$ cat src/rtl/fan_lut_params.svh
// offsets, field positions and reset values of the entry-seven lookup bank
`ifndef FAN_LUT_PARAMS_SVH
`define FAN_LUT_PARAMS_SVH
`define THRESHOLD_SEVEN_ADDR 8'h5C
`define DUTY_SEVEN_ADDR 8'h5D
`define DUTY_SIX_ADDR 8'h5B
`define THRESHOLD_RESET 8'h7F
`define DUTY_RESET 8'h3F
`define HALF_BIT 7
`define INT_MASK 8'h7F
`define BASE_MASK 8'h3F
`define EXT_LSB 6
`define TEMP_WIDTH 9
`endif

$ cat src/rtl/fan_lut_pkg.sv
// types shared by the entry-seven lookup bank
`default_nettype none
package fan_lut_pkg;
   typedef struct packed {
      logic [7:0] threshold_seven;
      logic [7:0] duty_seven;
      logic [7:0] duty_six;
   } lut_regs_t;
   typedef enum logic [0:0] {
      res_low = 1'b0,
      res_high = 1'b1
   } res_mode_t;
endpackage
`default_nettype wire

$ cat src/rtl/fan_lut_entry_seven_bank.sv
// entry-seven threshold and duty registers with threshold comparison
// Function
// - threshold top bit reads zero in low resolution, joins value in high
// - threshold spans 0..127.5 half steps high, 0..127 whole degrees low
// - temperature above entry-seven threshold raises exceeded_out; duty_out carries entry-seven duty regardless
// - compare nine temperature bits high resolution, eight bits low
// - threshold always non-negative, sign bit taken as zero
// - lookup temperature offset is added to the programmed threshold
// - duty upper two bits read zero unless high duty mode at 22.5kHz pwm, extend then
// - extended duty bits take effect only at 22.5kHz pwm frequency
// - entry-seven low six duty bits give duty in low resolution
// - entry-six low six duty bits give its duty in low resolution
`default_nettype none
`include "fan_lut_params.svh"
module fan_lut_entry_seven_bank
   import fan_lut_pkg::*;
(
   // clock and reset
   input wire logic clk_in,
   input wire logic rst_n_in,
   // register port
   input wire logic wr_en_in,
   input wire logic write_allow_in,
   input wire logic [7:0] addr_in,
   input wire logic [7:0] wdata_in,
   output logic [7:0] rdata_out,
   // modes
   input wire logic temp_res_high_in,
   input wire logic duty_res_high_in,
   input wire logic pwm_22k5_in,
   // temperature: unsigned, lsb 0.5 degree; offset in whole degrees
   input wire logic [`TEMP_WIDTH-1:0] remote_temp_in,
   input wire logic [7:0] temp_offset_in,
   // lookup result
   output logic exceeded_out,
   output logic [7:0] duty_out,
   output logic [7:0] duty_six_out
);
   lut_regs_t regs;
   res_mode_t temp_mode;
   res_mode_t duty_mode;
   logic [7:0] thr_mask;
   logic [7:0] duty_mask;
   logic ext_ok;
   logic [9:0] thr_full;
   logic [9:0] temp_cmp;
   logic wr_thr;
   logic wr_d7;
   logic wr_d6;

   assign temp_mode = temp_res_high_in ? res_high : res_low;
   assign duty_mode = duty_res_high_in ? res_high : res_low;
   assign ext_ok = (duty_mode == res_high) && pwm_22k5_in;
   assign thr_mask = (temp_mode == res_high) ? 8'hFF : `INT_MASK;
   assign duty_mask = ext_ok ? 8'hFF : `BASE_MASK;
   assign wr_thr = wr_en_in && write_allow_in && (addr_in == `THRESHOLD_SEVEN_ADDR);
   assign wr_d7 = wr_en_in && write_allow_in && (addr_in == `DUTY_SEVEN_ADDR);
   assign wr_d6 = wr_en_in && write_allow_in && (addr_in == `DUTY_SIX_ADDR);

   lut_reg_cell #(.RESET_VALUE(`THRESHOLD_RESET)) thr_cell (
      .clk_in(clk_in), .rst_n_in(rst_n_in), .wr_in(wr_thr), .mask_in(thr_mask),
      .data_in(wdata_in), .value_out(regs.threshold_seven));
   lut_reg_cell #(.RESET_VALUE(`DUTY_RESET)) d7_cell (
      .clk_in(clk_in), .rst_n_in(rst_n_in), .wr_in(wr_d7), .mask_in(duty_mask),
      .data_in(wdata_in), .value_out(regs.duty_seven));
   lut_reg_cell #(.RESET_VALUE(`DUTY_RESET)) d6_cell (
      .clk_in(clk_in), .rst_n_in(rst_n_in), .wr_in(wr_d6), .mask_in(duty_mask),
      .data_in(wdata_in), .value_out(regs.duty_six));

   // threshold in half degrees: high mode bit 7 is the half bit, low mode integer
   always_comb begin
      thr_full = 10'h000;
      if (temp_mode == res_high) begin
         thr_full = {2'b00, regs.threshold_seven[`HALF_BIT-1:0], regs.threshold_seven[`HALF_BIT]};
      end else begin
         thr_full = {2'b00, regs.threshold_seven[`HALF_BIT-1:0], 1'b0};
      end
      thr_full = thr_full + {1'b0, temp_offset_in, 1'b0};
   end

   // low mode drops the half-degree bit of the reading
   always_comb begin
      temp_cmp = {1'b0, remote_temp_in};
      if (temp_mode == res_low) begin
         temp_cmp = {1'b0, remote_temp_in[`TEMP_WIDTH-1:1], 1'b0};
      end
   end

   always_ff @(posedge clk_in) begin
      if (!rst_n_in) begin
         exceeded_out <= 1'b0;
         duty_out <= 8'h00;
         duty_six_out <= 8'h00;
      end else begin
         exceeded_out <= temp_cmp > thr_full;
         duty_out <= ext_ok ? regs.duty_seven : (regs.duty_seven & `BASE_MASK);
         duty_six_out <= ext_ok ? regs.duty_six : (regs.duty_six & `BASE_MASK);
      end
   end

   always_ff @(posedge clk_in) begin
      if (!rst_n_in) begin
         rdata_out <= 8'h00;
      end else begin
         unique case (addr_in)
            `THRESHOLD_SEVEN_ADDR: rdata_out <= regs.threshold_seven & thr_mask;
            `DUTY_SEVEN_ADDR: rdata_out <= regs.duty_seven & duty_mask;
            `DUTY_SIX_ADDR: rdata_out <= regs.duty_six & duty_mask;
            default: rdata_out <= 8'h00;
         endcase
      end
   end
endmodule
`default_nettype wire

$ cat src/rtl/lut_reg_cell.sv
// one byte register with reset value and write mask
`default_nettype none
module lut_reg_cell #(
   parameter logic [7:0] RESET_VALUE = 8'h00
) (
   // clock and reset
   input wire logic clk_in,
   input wire logic rst_n_in,
   // write port
   input wire logic wr_in,
   input wire logic [7:0] mask_in,
   input wire logic [7:0] data_in,
   // stored value
   output logic [7:0] value_out
);
   always_ff @(posedge clk_in) begin
      if (!rst_n_in) begin
         value_out <= RESET_VALUE;
      end else if (wr_in) begin
         value_out <= data_in & mask_in;
      end
   end
endmodule
`default_nettype wire

$ cat config.mk
export PLATFORM = sky130hd
export DESIGN_NAME = fan_lut_entry_seven_bank
export DESIGN_NICKNAME = d
export VERILOG_FILES = /design/src/rtl/fan_lut_pkg.sv /design/src/rtl/fan_lut_entry_seven_bank.sv /design/src/rtl/lut_reg_cell.sv
export VERILOG_INCLUDE_DIRS = /design/src /design/src/rtl
export SDC_FILE = /design/constraint.sdc
export NUM_CORES = 1
export LEC_CHECK = 0
export BUFFER_PORTS_ARGS = -buffer_cell sky130_fd_sc_hd__buf_4
export CORE_AREA = 3 3 86 88
export CTS_CLUSTER_SIZE = 28
export DETAILED_ROUTE_END_ITERATION = 6
export DIE_AREA = 0 0 89 91
export SETUP_SLACK_MARGIN = 0.02
export SYNTH_ARGS = -nofsm -noshare
export SYNTH_HDL_FRONTEND = slang
export SYNTH_SLANG_ARGS = --single-unit
$ cat constraint.sdc
create_clock -name clk_in -period 3.15 [get_ports clk_in]
set_input_delay 0.63 -clock clk_in [delete_from_list [all_inputs] [get_ports clk_in]]
set_output_delay 0.63 -clock clk_in [all_outputs]
set_load 0.01 [all_outputs]
======== Yosys cells after proc, flatten, opt, wreduce, memory -nomap -nowiden ========
Index checks and enable logic that the tools add are counted.
operators by class
  add/subtract/negate cells ............... 1
  multipliers ............................. 0
  divide/modulo/power cells ............... 0
  order comparisons ....................... 1
  eq/ne operators ......................... 3
  shift operators ......................... 0
  multiplexer cells ....................... 7
  bitwise gates (word level) .............. 5
  reductions and logical operators ........ 6
operators by type and width
  kind                number
  $and 8x8->8         5
  $eq 8x7->1 const B  3
  $pmux 8 s3          1
  $mux 8              2
  $add 8x9->10        1
  $gt 9x10->1         1
  $logic_and 1x1->1   5
  $mux 1              4
  $reduce_and 2->1    1
word-level totals
  register bits after elaboration ......... 49
  latch bits .............................. 0
  RAM bits ................................ 0
  ROM bits ................................ 0
  bits of input ports ..................... 40
  output and inout port bits .............. 25
  logic and storage cells ................. 32
  memories kept ........................... 0

======== Depth between registers and ports, before layout ========
Gate-level depths: netlist of run 1.
  word-level depth ........................ 5
  gate-level depth with buffers ........... 12
  depth with buffers taken out ............ 12

======== Modules after synthesis ========
From an unflattened synthesis of run 1, not the netlist that was laid out.
second synthesis, totals
  cell total of the unflattened synthesis .. 245
  area, all modules ....................... 2308.5 um^2
by module, submodules not included
  module                      instances  cells each  area each (um^2)  sequential area each (um^2)
  fan_lut_entry_seven_bank    1          143         1367.6            500.5
  lut_reg_cell (d6_cell ...)  2          34          309.0             160.2
  lut_reg_cell (thr_cell)     1          34          322.8             160.2

======== Least setup slack after synthesis of run 1 ========
OpenSTA, ideal clock, no wires.
  kind .................................... input port to flip-flop
  start ................................... in temp_offset_in[0]
  end ..................................... reg exceeded_out
  library setup time ...................... 119 ps
  arrival time ............................ 2542 ps
  data required time ...................... 3031 ps
  path slack .............................. 489 ps
  stages on the path ...................... 10
  path buffers ............................ 0
  cells stage by stage .................... ha_1 inv_1 fa_1 nor2b_1 o31a_1 o22ai_1 xor2_1 ha_1 a211o_1 o221a_2
on the way
  longest elaborated chain between the ends .. 2
ends and longest elaborated chain
  what                    line                            RTL
  start: declaration      fan_lut_entry_seven_bank.sv:33  input wire logic [7:0] temp_offset_in,
  $add 8x9->10            fan_lut_entry_seven_bank.sv:78  thr_full = thr_full + {1'b0, temp_offset_in, 1'b0};
  $gt 9x10->1             fan_lut_entry_seven_bank.sv:95  exceeded_out <= temp_cmp > thr_full;
  end signal: assignment  fan_lut_entry_seven_bank.sv:95
  end: declaration        fan_lut_entry_seven_bank.sv:35  output logic exceeded_out,
Every way passes these cells.
A chain may end at the register's enable or synchronous reset.

======== Worst setup path after layout of run 1 ========
Same ends and word-level chain as after synthesis.

==> metrics.md, run 1 <==
| Metric | Value |
|---|---|
| Die width | 89 um |
| Number of routed nets with antenna violations | 0 |
| Skew-Pair Late Insertion Delay | 0.29 ns |
| DR WL/cell | between 10 and 15 um |
| PortBufs | 64 |
| Initial antenna violation count | 0 |
| Slew @ Worst Pin | slightly below 0.8 ns |
| Worst Reg2Reg Path Length in Cells | 10 |
| Post-synth top area cell | dfxtp_1 |
| # Post-CTS Setup Buffers | 0 |
| Power Dens Cells | 420 mW/mm2 |
| Syn nets | 290 |
| CTS Buf Count | 5 |
| Mapped cell area | 0.00233 mm2 |
| DRC errors left | 0 |
| Critical path type | in2reg |
| Core ar. | 0.00672 mm2 |
| N_diodes | 0 |
| Final wirelength | 5190 um |
| Tmin final | between 2 and 3 ns |
| Vias/cell | just under 5 |
| Crit. End Element | flip-flop |
| Clock sink count | 49 |
| Area Overhead vs Synth | 28.0% |
| Period utilization | 82.8% |
| Outcome | complete, no violations |
| Register area share after synthesis | 42.0% |
| WHS | ~0.47 ns |
| DP HPWL | 4020 um |
| GPL Wtd Cong | 0.807 |
| Synth top cells by count | dfxtp_1, nand2_1, mux2i_1 |
| Slew HR | a little under half |
| Post-CTS sizing | 0 |
| Die footprint | between 0.008 and 0.009 mm2 |
| Reg2reg setup slack | 0.58 ns |
| All-Layer GR Usage | 13.1% |
| Clk pin slew, worst setup/hold paths | 0.09 ns |
| Worst Hold End | d6_cell.value_out[7]$_SDFFE_PN0P_ |
| FP Rows | 30 |
| Worst endpoint required time | 3.34 ns |
| Max rail drop VDD | 0.000163 V |
| Most numerous cell in the Yosys netlist | dfxtp_1 |
| RSZ-0062 raised after global routing | false |
| Max Freq | 383 MHz |
| Yosys Warn Count | 0 |
| Vias | 1,823 |
| Top_reg_cell synth | dfxtp_1 |
| Final Hold Viols | 0 |
| Total Nets Final | 353 |
| Clk_skew | 0.00193 ns |
| Clock Tree Root | clkbuf_8 |
| Layout cell share with drive strength beyond 1 | 29.0% |
| Die height | between 90 and 100 um |
| H-tree levels | 2 |
| DRT iter0 DRCs | 80 |
| Hold Startpoint | d6_cell.value_out[7]$_SDFFE_PN0P_ |
| CTS tree | done |
| Synth top area share | between 40% and 50% |
| Max-cap check violation count | 0 |
| WHS Path Cells | 2 |
| Flops & latches, synth | 49 |
| Final Max Tran Viols | 0 |
| Vias in the first global route | 1,739 |
| Critical Path AT | 2.80 ns |
| FFs w/ async S/R, synth | 0% |
| Crit start category | input port |
| Area contributors post-synth | dfxtp_1, ha_1, mux2i_1 |
| Final Setup Violations | 0 |
| Initial Utilization | 34.7% |
| Critical R2R Launch | thr_cell.value_out[0]$_SDFFE_PN1P_ |
| Hold Crit Class | reg2reg |
| Capture point of the worst reg-to-reg path | exceeded_out$_SDFF_PN0_ |
| Hold_buf cts | 0 |
| Post-synth EDFFs | 0 |
| TritonRoute pass-1 iters | 4 |
| Largest net degree at the start of global routing | 47 |
| Worst Path Max Fanout | 3 |
| Gr ovfl total | 0 |
| Setup TNS | 0 ns |
| Clk buf depth | 2 |
| First-pass GRT wire length | ~8400 um |
| P_leak | 1.25 nW |
| Cells after synthesis | around 230 |
| Num ports | 65 |
| Mean post-synth cell area | 10.0 um2 |
| Synth cell types | 43 |
==> worst max-delay path, cell delays in order <==
cell and delay [ns]:
buf_4 0.09, ha_1 0.18, inv_1 0.06, fa_1 0.40
nor2b_1 0.16, o31a_1 0.16, o22ai_1 0.10, xor2_1 0.16
ha_1 0.30, a211o_1 0.27, o221a_2 0.29
==> worst max path at each step <==
stage                                             startpoint                 endpoint  slack [ns]  cells after the start
after floorplan                            temp_offset_in[0]  exceeded_out$_SDFF_PN0_        0.49                     10
after global placement                     temp_offset_in[0]  exceeded_out$_SDFF_PN0_        0.30                     11
after detailed placement                   temp_offset_in[0]  exceeded_out$_SDFF_PN0_        0.24                     11
after CTS                                  temp_offset_in[0]  exceeded_out$_SDFF_PN0_        0.56                     11
after global routing      thr_cell.value_out[0]$_SDFFE_PN1P_  exceeded_out$_SDFF_PN0_        0.45                     10
final                                      temp_offset_in[0]  exceeded_out$_SDFF_PN0_        0.54                     11
==> cells by family after synthesis <==
group	after synthesis	share of synthesized area [%]
adders and majority gates	17	9.44
DFF	49	42.0
muxes	23	10.1
xor gates and xnor gates	5	1.88
AOI/OAI and AO/OA	40	11.6
and+or+nand+nor	84	22.1
buffers and inverters	15	2.73
==> metrics by stage <==
stage / instance area (um2) / worst slack (ns) / utilization [%] / instances / power [mW]
final: 2990 / 0.542 / 44.5 / 377 / 1.25
after floorplan: 2330 / 0.489 / - / 233 / 0.744
after CTS: 2990 / 0.555 / 44.5 / 377 / 1.28
after detailed placement: 2880 / 0.236 / 42.8 / 369 / 0.824
after global routing: 2990 / 0.454 / 44.5 / 377 / 1.31
after global placement: 2880 / 0.305 / 42.8 / 369 / 0.822
==> power breakdown <==
group	total, mW	internal [mW]	switching, mW
logic	0.177	0.0912	0.0853
clock network	0.447	0.239	0.208
registers	0.632	0.629	0.00256
total	1.25	0.959	0.296
==> routing by layer <==
| layer | part of all wire, % | track usage (%) |
|---|---|---|
| met5 | 0 | 0 |
| met2 | 46 | 19.7 |
| met3 | 5.9 | 2.72 |
| met4 | 0.79 | 3.60 |
| met1 | 48 | 18.8 |
==> final cells by class <==
| type | instances | area [um2] |
|---|---|---|
| clock inverters | 2 | 38.8 |
| multi-input cells | 169 | 1290 |
| fillers | 660 | 3730 |
| flip-flops and latches | 49 | 981 |
| well taps | 80 | 100 |
| clock buffers | 6 | 72.6 |
| inverters | 7 | 26.3 |
| repair buffers | 64 | 480 |
==> placed cells by master, fill, tap and decap left out, types with 5 or more instances in the layout <==
cell type | Yosys | final
inv_1 | 6 | 6
xor2_1 | 5 | 5
o21ai_0 | 13 | 13
clkbuf_8 | 0 | 5
mux2i_1 | 18 | 18
ha_1 | 16 | 16
nand2_1 | 28 | 28
mux2_2 | 5 | 5
dfxtp_1 | 49 | 49
a22oi_1 | 7 | 7
and2_1 | 17 | 17
nor2b_1 | 9 | 9
nand3_1 | 9 | 9
buf_4 | 0 | 64
==> state kept, by name (all words and copies together), names as in the netlist <==
name,flops
d6_cell.value_out,8
d7_cell.value_out,8
duty_out,8
duty_six_out,8
exceeded_out,1
rdata_out,8
thr_cell.value_out,8
Power figures use the tool's default switching activity.
==> run 2: changes to the inputs <==
==> constraint.sdc (replaced) <==
create_clock -name clk_in -period 2.4 [get_ports clk_in]
set_input_delay 0.48 -clock clk_in [delete_from_list [all_inputs] [get_ports clk_in]]
set_output_delay 0.48 -clock clk_in [all_outputs]
set_load 0.01 [all_outputs]
==> run 2 against run 1 <==
The flow now finishes with violations (negative setup slack); register-to-register slack got worse by 0.59 ns; die area unchanged; power increased by 34%; core utilization increased by 2.0 points; combinational power increased by 43%; clock power increased by 33%; non-clock buffer count increased by 12; cell count increased by 3.2%; sequential share of layout area decreased by 1.2 points; wire length increased by 6.3%; clock skew increased by 0.0074 ns; critical path type is now reg2reg; sequential power increased by 31%.
==> metrics.md, run 2 (same netlist as run 1, synthesis figures left out) <==
| Metric | Value |
|---|---|
| First-pass GRT wire length | around 8900 um |
| RSZ-0062 raised after global routing | true |
| Clk_skew | 0.00935 ns |
| Worst Path Max Fanout | 2 |
| Area Overhead vs Synth | 33.7% |
| GPL Wtd Cong | between 0.8 and 0.9 |
| CTS Buf Count | 5 |
| Vias | 1,914 |
| DRT iter0 DRCs | 83 |
| DP HPWL | 4130 um |
| Worst Reg2Reg Path Length in Cells | 10 |
| Commonest non-fill, non-tap cells in the layout | buf_4, dfxtp_1, nand2_1, mux2i_1, and2_1 |
| Setup TNS | -0.00900 ns |
| Clk pin slew, worst setup/hold paths | 0.09 ns |
| Period utilization | 100% |
| Skew-Pair Late Insertion Delay | ~0.3 ns |
| Power Dens Cells | 537 mW/mm2 |
| Failing checks | negative setup slack |
| Commonest non-fill, non-tap cell in the layout | buf_4 |
| Max Freq | 415 MHz |
| Reg2reg setup slack | -0.009 ns |
| Core ar. | 0.00672 mm2 |
| Outcome | complete, but fails checks |
| PortBufs | 64 |
| H-tree levels | 2 |
| Total Nets Final | 365 |
| Critical Path AT | 2.60 ns |
| Placed instance area | 0.00296 mm2 |
| Die footprint | 0.00810 mm2 |
| Vias in the first global route | 1,832 |
| Final wirelength | 5520 um |
| DRC errors left | 0 |
| Clock Tree Root | clkbuf_8 |
| Num ports | 65 |
| Critical R2R Launch | thr_cell.value_out[0]$_SDFFE_PN1P_ |
| Vias/cell | between 4 and 5 |
| Hold Crit Class | in2reg |
| Final instance area | 0.00312 mm2 |
| TritonRoute pass-1 iters | 4 |
| Final Hold Viols | 0 |
| Gr ovfl total | 0 |
| Hold_buf cts | 0 |
| Critical path capture point | exceeded_out$_SDFF_PN0_ |
| Clock sink count | between 40 and 50 |
| P_leak | 1.31 nW |
| Max-cap check violation count | 0 |
| Worst endpoint required time | 2.59 ns |
| Slew HR | 53.5% |
| Clk buf depth | 2 |
| DR WL/cell | 14.2 um |
| Die height | 91 um |
| Initial antenna violation count | 0 |
| Capture point of the worst reg-to-reg path | exceeded_out$_SDFF_PN0_ |
| Number of routed nets with antenna violations | 0 |
| CTS tree | done |
| Design Power | ~1.7 mW |
| Final Setup Violations | 1 |
| Worst setup margin | -0.00900 ns |
| Initial Utilization | 34.7% |
| Crit. End Element | flip-flop |
| Tmin final | 2.41 ns |
| Slew @ Worst Pin | 0.692 ns |
| Crit start category | flip-flop |
| Largest net degree at the start of global routing | 47 |
| FP Rows | 30 |
| Max rail drop VDD | 0.000245 V |
| All-Layer GR Usage | between 10% and 20% |
| CP startpoint | thr_cell.value_out[0]$_SDFFE_PN1P_ |
| N_diodes | 0 |
| Die width | between 80 and 90 um |
| Final Max Tran Viols | 0 |
| WHS | 0.418 ns |
| Critical path type | reg2reg |
| Layout cell share with drive strength beyond 1 | 35.3% |
==> run 2: cell count changes in the layout (fill, tap and decap cells not counted), moves of 2 or more <==
cell     delta
inv_1       -2
buf_4      +12
dfxtp_1     -2
inv_2       +2
==> run 2: worst min-delay path by stage <==
stage / start / end / slack (ns) / cells after the start
floorplan: d6_cell.value_out[7]$_SDFFE_PN0P_ / d6_cell.value_out[7]$_SDFFE_PN0P_ / 0.44 / 2
global placement: d6_cell.value_out[7]$_SDFFE_PN0P_ / d6_cell.value_out[7]$_SDFFE_PN0P_ / 0.46 / 2
detailed placement: thr_cell.value_out[7]$_SDFFE_PN0P_ / thr_cell.value_out[7]$_SDFFE_PN0P_ / 0.47 / 2
CTS: wdata_in[5] / thr_cell.value_out[5]$_SDFFE_PN1P_ / 0.41 / 3
global route: wdata_in[0] / d7_cell.value_out[0]$_SDFFE_PN1P_ / 0.41 / 3
finish: wdata_in[2] / d6_cell.value_out[2]$_SDFFE_PN1P_ / 0.42 / 3
==> run 2: layout make-up <==
cell class	count	area, um2
multi-input cells	169	1320
flip-flops and latches	49	986
clock buffers	5	68.8
well taps	80	100
clock inverters	3	43.8
inverters	7	26.3
repair buffers	76	571
fillers	662	3600
==> run 2: power breakdown <==
part | leakage (nW) | switching (mW) | internal, mW
Combinational | 0.854 | 0.120 | 0.132
Clock | 0.0585 | 0.282 | 0.313
Sequential | 0.400 | 0.00359 | 0.825
Total | 1.31 | 0.406 | 1.27
==> run 2: repair_timing <==
item | 4_1_cts | 5_1_grt
pin swaps | 0 | 3
resized for setup | 2 | 9
setup buffers | 0 | 1
endpoints found under the setup margin | 1 | 1
==> run 2: stage by stage <==
step / utilization, % / cells / worst slack (ns)
global placement: 44.1 / 380 / -0.216
floorplan: - / 233 / -0.0603
CTS: 45.8 / 388 / -0.00805
finish: 46.4 / 389 / -0.00900
global route: 46.4 / 389 / -0.0840
detailed placement: 44.1 / 380 / -0.264
==> run 2: per-layer routing <==
layer  GRT usage, %  share of wire (%)  vias up
met4           3.85               0.96        0
met5              0                  0        -
li1               -                  -      971
met2           22.0                 47       55
met1           19.1                 47      884
met3           3.09                4.7        4
==> run 2: worst max-delay path, stage by stage, from the launching register on <==
cell and delay (ns):
dfxtp_4 0.37, ha_4 0.13, inv_2 0.03, fa_2 0.34
nor2b_2 0.13, o31a_1 0.18, o22ai_2 0.10, xor2_1 0.15
ha_1 0.32, a211o_1 0.26, o221a_2 0.28
==> run 3: changes to the inputs <==
--- a/config.mk
+++ b/config.mk
@@ -7,10 +7,11 @@
 export NUM_CORES = 1
 export LEC_CHECK = 0
 export BUFFER_PORTS_ARGS = -buffer_cell sky130_fd_sc_hd__buf_4
-export CORE_AREA = 3 3 86 88
+export CORE_AREA = 3 3 71 73
 export CTS_CLUSTER_SIZE = 28
 export DETAILED_ROUTE_END_ITERATION = 6
-export DIE_AREA = 0 0 89 91
+export DIE_AREA = 0 0 74 76
+export PLACE_DENSITY = 0.79
 export SETUP_SLACK_MARGIN = 0.02
 export SYNTH_ARGS = -nofsm -noshare
 export SYNTH_HDL_FRONTEND = slang
==> run 3 against run 2 <==
The run now ends clean; non-clock buffer count down 1; maximum frequency grew 1.5%; global-route usage grew 5.3 points; worst setup slack better by 0.036 ns; worst hold slack worse by 0.0023 ns; via count increased by 0.26%; clock power down 2%; sequential share of layout area is 0.47 points higher; combinational power shrank 4%; wire length down 6.3%; critical path depth unchanged; first-iteration DRC count grew 9.6%.
==> metrics.md, run 3 (same netlist as run 1, synthesis figures left out) <==
| Metric | Value |
|---|---|
| Outcome | complete, no violations |
| Worst endpoint required time | 2.59 ns |
| Initial antenna violation count | 0 |
| Critical path capture point | exceeded_out$_SDFF_PN0_ |
| Hold Startpoint | wdata_in[4] |
| Worst Reg2Reg Path Length in Cells | 10 |
| PortBufs | 64 |
| Max rail drop VDD | about 0.00033 V |
| Vias | 1,919 |
| DRT iter0 DRCs | 91 |
| Hold_buf cts | 0 |
| Clock Tree Root | clkbuf_8 |
| First-pass GRT wire length | 8540 um |
| Final core utilization | 69.4% |
| P_leak | approximately 1.3 nW |
| Capture point of the worst reg-to-reg path | exceeded_out$_SDFF_PN0_ |
| DR WL/cell | 14.4 um |
| CP startpoint | thr_cell.value_out[0]$_SDFFE_PN1P_ |
| GPL Wtd Cong | ~0.85 |
| Critical Path AT | 2.57 ns |
| Clk_skew | 0.00338 ns |
| Post-Layout Cell Count | 360 |
| Skew-Pair Late Insertion Delay | 0.30 ns |
| CTS tree | done |
| Gr ovfl total | 0 |
| Clk pin slew, worst setup/hold paths | 0.09 ns |
| Slew HR | 52.8% |
| Initial Utilization | 52.9% |
| Area Overhead vs Synth | 31.2% |
| Critical path type | reg2reg |
| All-Layer GR Usage | between 10% and 20% |
| Total Nets Final | 364 |
| Placed instance area | 0.00293 mm2 |
| Die height | 76 um |
| Worst setup margin | 0.0268 ns |
| CTS Buf Count | 5 |
| Commonest non-fill, non-tap cell in the layout | buf_4 |
| H-tree levels | 2 |
| Critical R2R Launch | thr_cell.value_out[0]$_SDFFE_PN1P_ |
| DP HPWL | 3930 um |
| Reg2reg setup slack | between 0.02 and 0.03 ns |
| Num ports | 65 |
| RSZ-0062 raised after global routing | true |
| Tmin final | 2.37 ns |
| Power Dens Cells | about 540 mW/mm2 |
| N_diodes | 0 |
| FP Rows | 24 |
| Core ar. | 0.00441 mm2 |
| Layout cell share with drive strength beyond 1 | roughly 33% |
| Final Max Tran Viols | 0 |
| Final Hold Viols | 0 |
| Period utilization | 98.9% |
| Slew @ Worst Pin | 0.703 ns |
| WHS Path Cells | 3 |
| Largest net degree at the start of global routing | 47 |
| Clk buf depth | 2 |
| DRC errors left | 0 |
| Final instance area | 0.00306 mm2 |
| Max Freq | approximately 420 MHz |
| Commonest non-fill, non-tap cells in the layout | buf_4, dfxtp_1, nand2_1, mux2i_1, and2_1 |
| Crit start category | flip-flop |
| Clock sink count | 49 |
| Max-cap check violation count | 0 |
| Worst Path Max Fanout | 2 |
| TritonRoute pass-1 iters | 4 |
| Vias/cell | approximately 5.3 |
| Final wirelength | 5170 um |
| Final Setup Violations | 0 |
| Vias in the first global route | 1,903 |
| Post-place setup slack | -0.318 ns |
| Die width | 74 um |
| Hold Crit Class | in2reg |
| Crit. End Element | flip-flop |
| Dpl cells | 352 |
| Die footprint | 0.00562 mm2 |
| Number of routed nets with antenna violations | 0 |
## run 3: cell count changes in the layout (fill, tap and decap cells not counted)
cell      before  now
a211oi_1       2    3
a211oi_2       1    0
a221oi_1       0    1
a221oi_2       1    0
buf_4         76   75
dfxtp_1       47   48
dfxtp_4        1    0
inv_1          4    6
inv_2          3    1
o21ai_0       13   12
o21ai_1        0    1
## run 3: worst min-delay path by stage
stage | endpoint | slack, ns
2_1_floorplan | d6_cell.value_out[7]$_SDFFE_PN0P_ | 0.44
3_3_place_gp | d7_cell.value_out[7]$_SDFFE_PN0P_ | 0.46
3_5_place_dp | duty_out[5]$_SDFF_PN0_ | 0.46
4_1_cts | thr_cell.value_out[5]$_SDFFE_PN1P_ | 0.41
6_report | d6_cell.value_out[4]$_SDFFE_PN1P_ | 0.42
5_1_grt | thr_cell.value_out[5]$_SDFFE_PN1P_ | 0.40
## run 3: final cells by class
| cell class | count | area (um2) |
|---|---|---|
| Inverter | 7 | 26.3 |
| Clock inverter | 3 | 43.8 |
| Timing Repair Buffer | 75 | 563 |
| Multi-Input combinational cell | 169 | 1310 |
| Fill cell | 351 | 1350 |
| Clock buffer | 5 | 68.8 |
| Sequential cell | 49 | 982 |
| Tap cell | 52 | 65.1 |
## run 3: repair_timing
| action | in CTS | in global routing |
|---|---|---|
| pin swaps | 0 | 0 |
| gates resized for setup | 5 | 1 |
| endpoints found under the setup margin | 1 | 1 |
| buffers inserted | 0 | 0 |
## run 3: per-stage QoR
step,total power [mW],hold slack [ns],TNS [ns]
2_1_floorplan,0.976,0.440,-0.0603
3_3_place_gp,1.08,0.459,-0.225
3_5_place_dp,1.09,0.464,-0.318
4_1_cts,1.67,0.407,0
5_1_grt,1.74,0.404,-0.0510
6_report,1.66,0.415,0
## run 3: where the power goes
part	total, mW	leakage (nW)	switching [mW]	internal, mW
sequential	0.829	0.400	0.00363	0.826
combinational	0.242	0.850	0.114	0.128
clock	0.584	0.0585	0.271	0.312
total	1.66	1.31	0.389	1.27
## run 3: layer usage
metal,part of all wire [%],up-vias,global-route usage [%]
li1,-,967,-
met1,40,891,23.0
met2,52,56,33.7
met3,7.2,5,5.28
met4,0.93,0,4.35
met5,0,-,0
## run 3: worst max-delay path, cell delays in order, from the launching register on
cell and delay, ns:
dfxtp_2 0.36, ha_4 0.13, inv_1 0.04, fa_2 0.34
nor2b_2 0.13, o31a_1 0.17, o22ai_2 0.09, xor2_1 0.16
ha_1 0.31, a211o_1 0.26, o221a_2 0.27
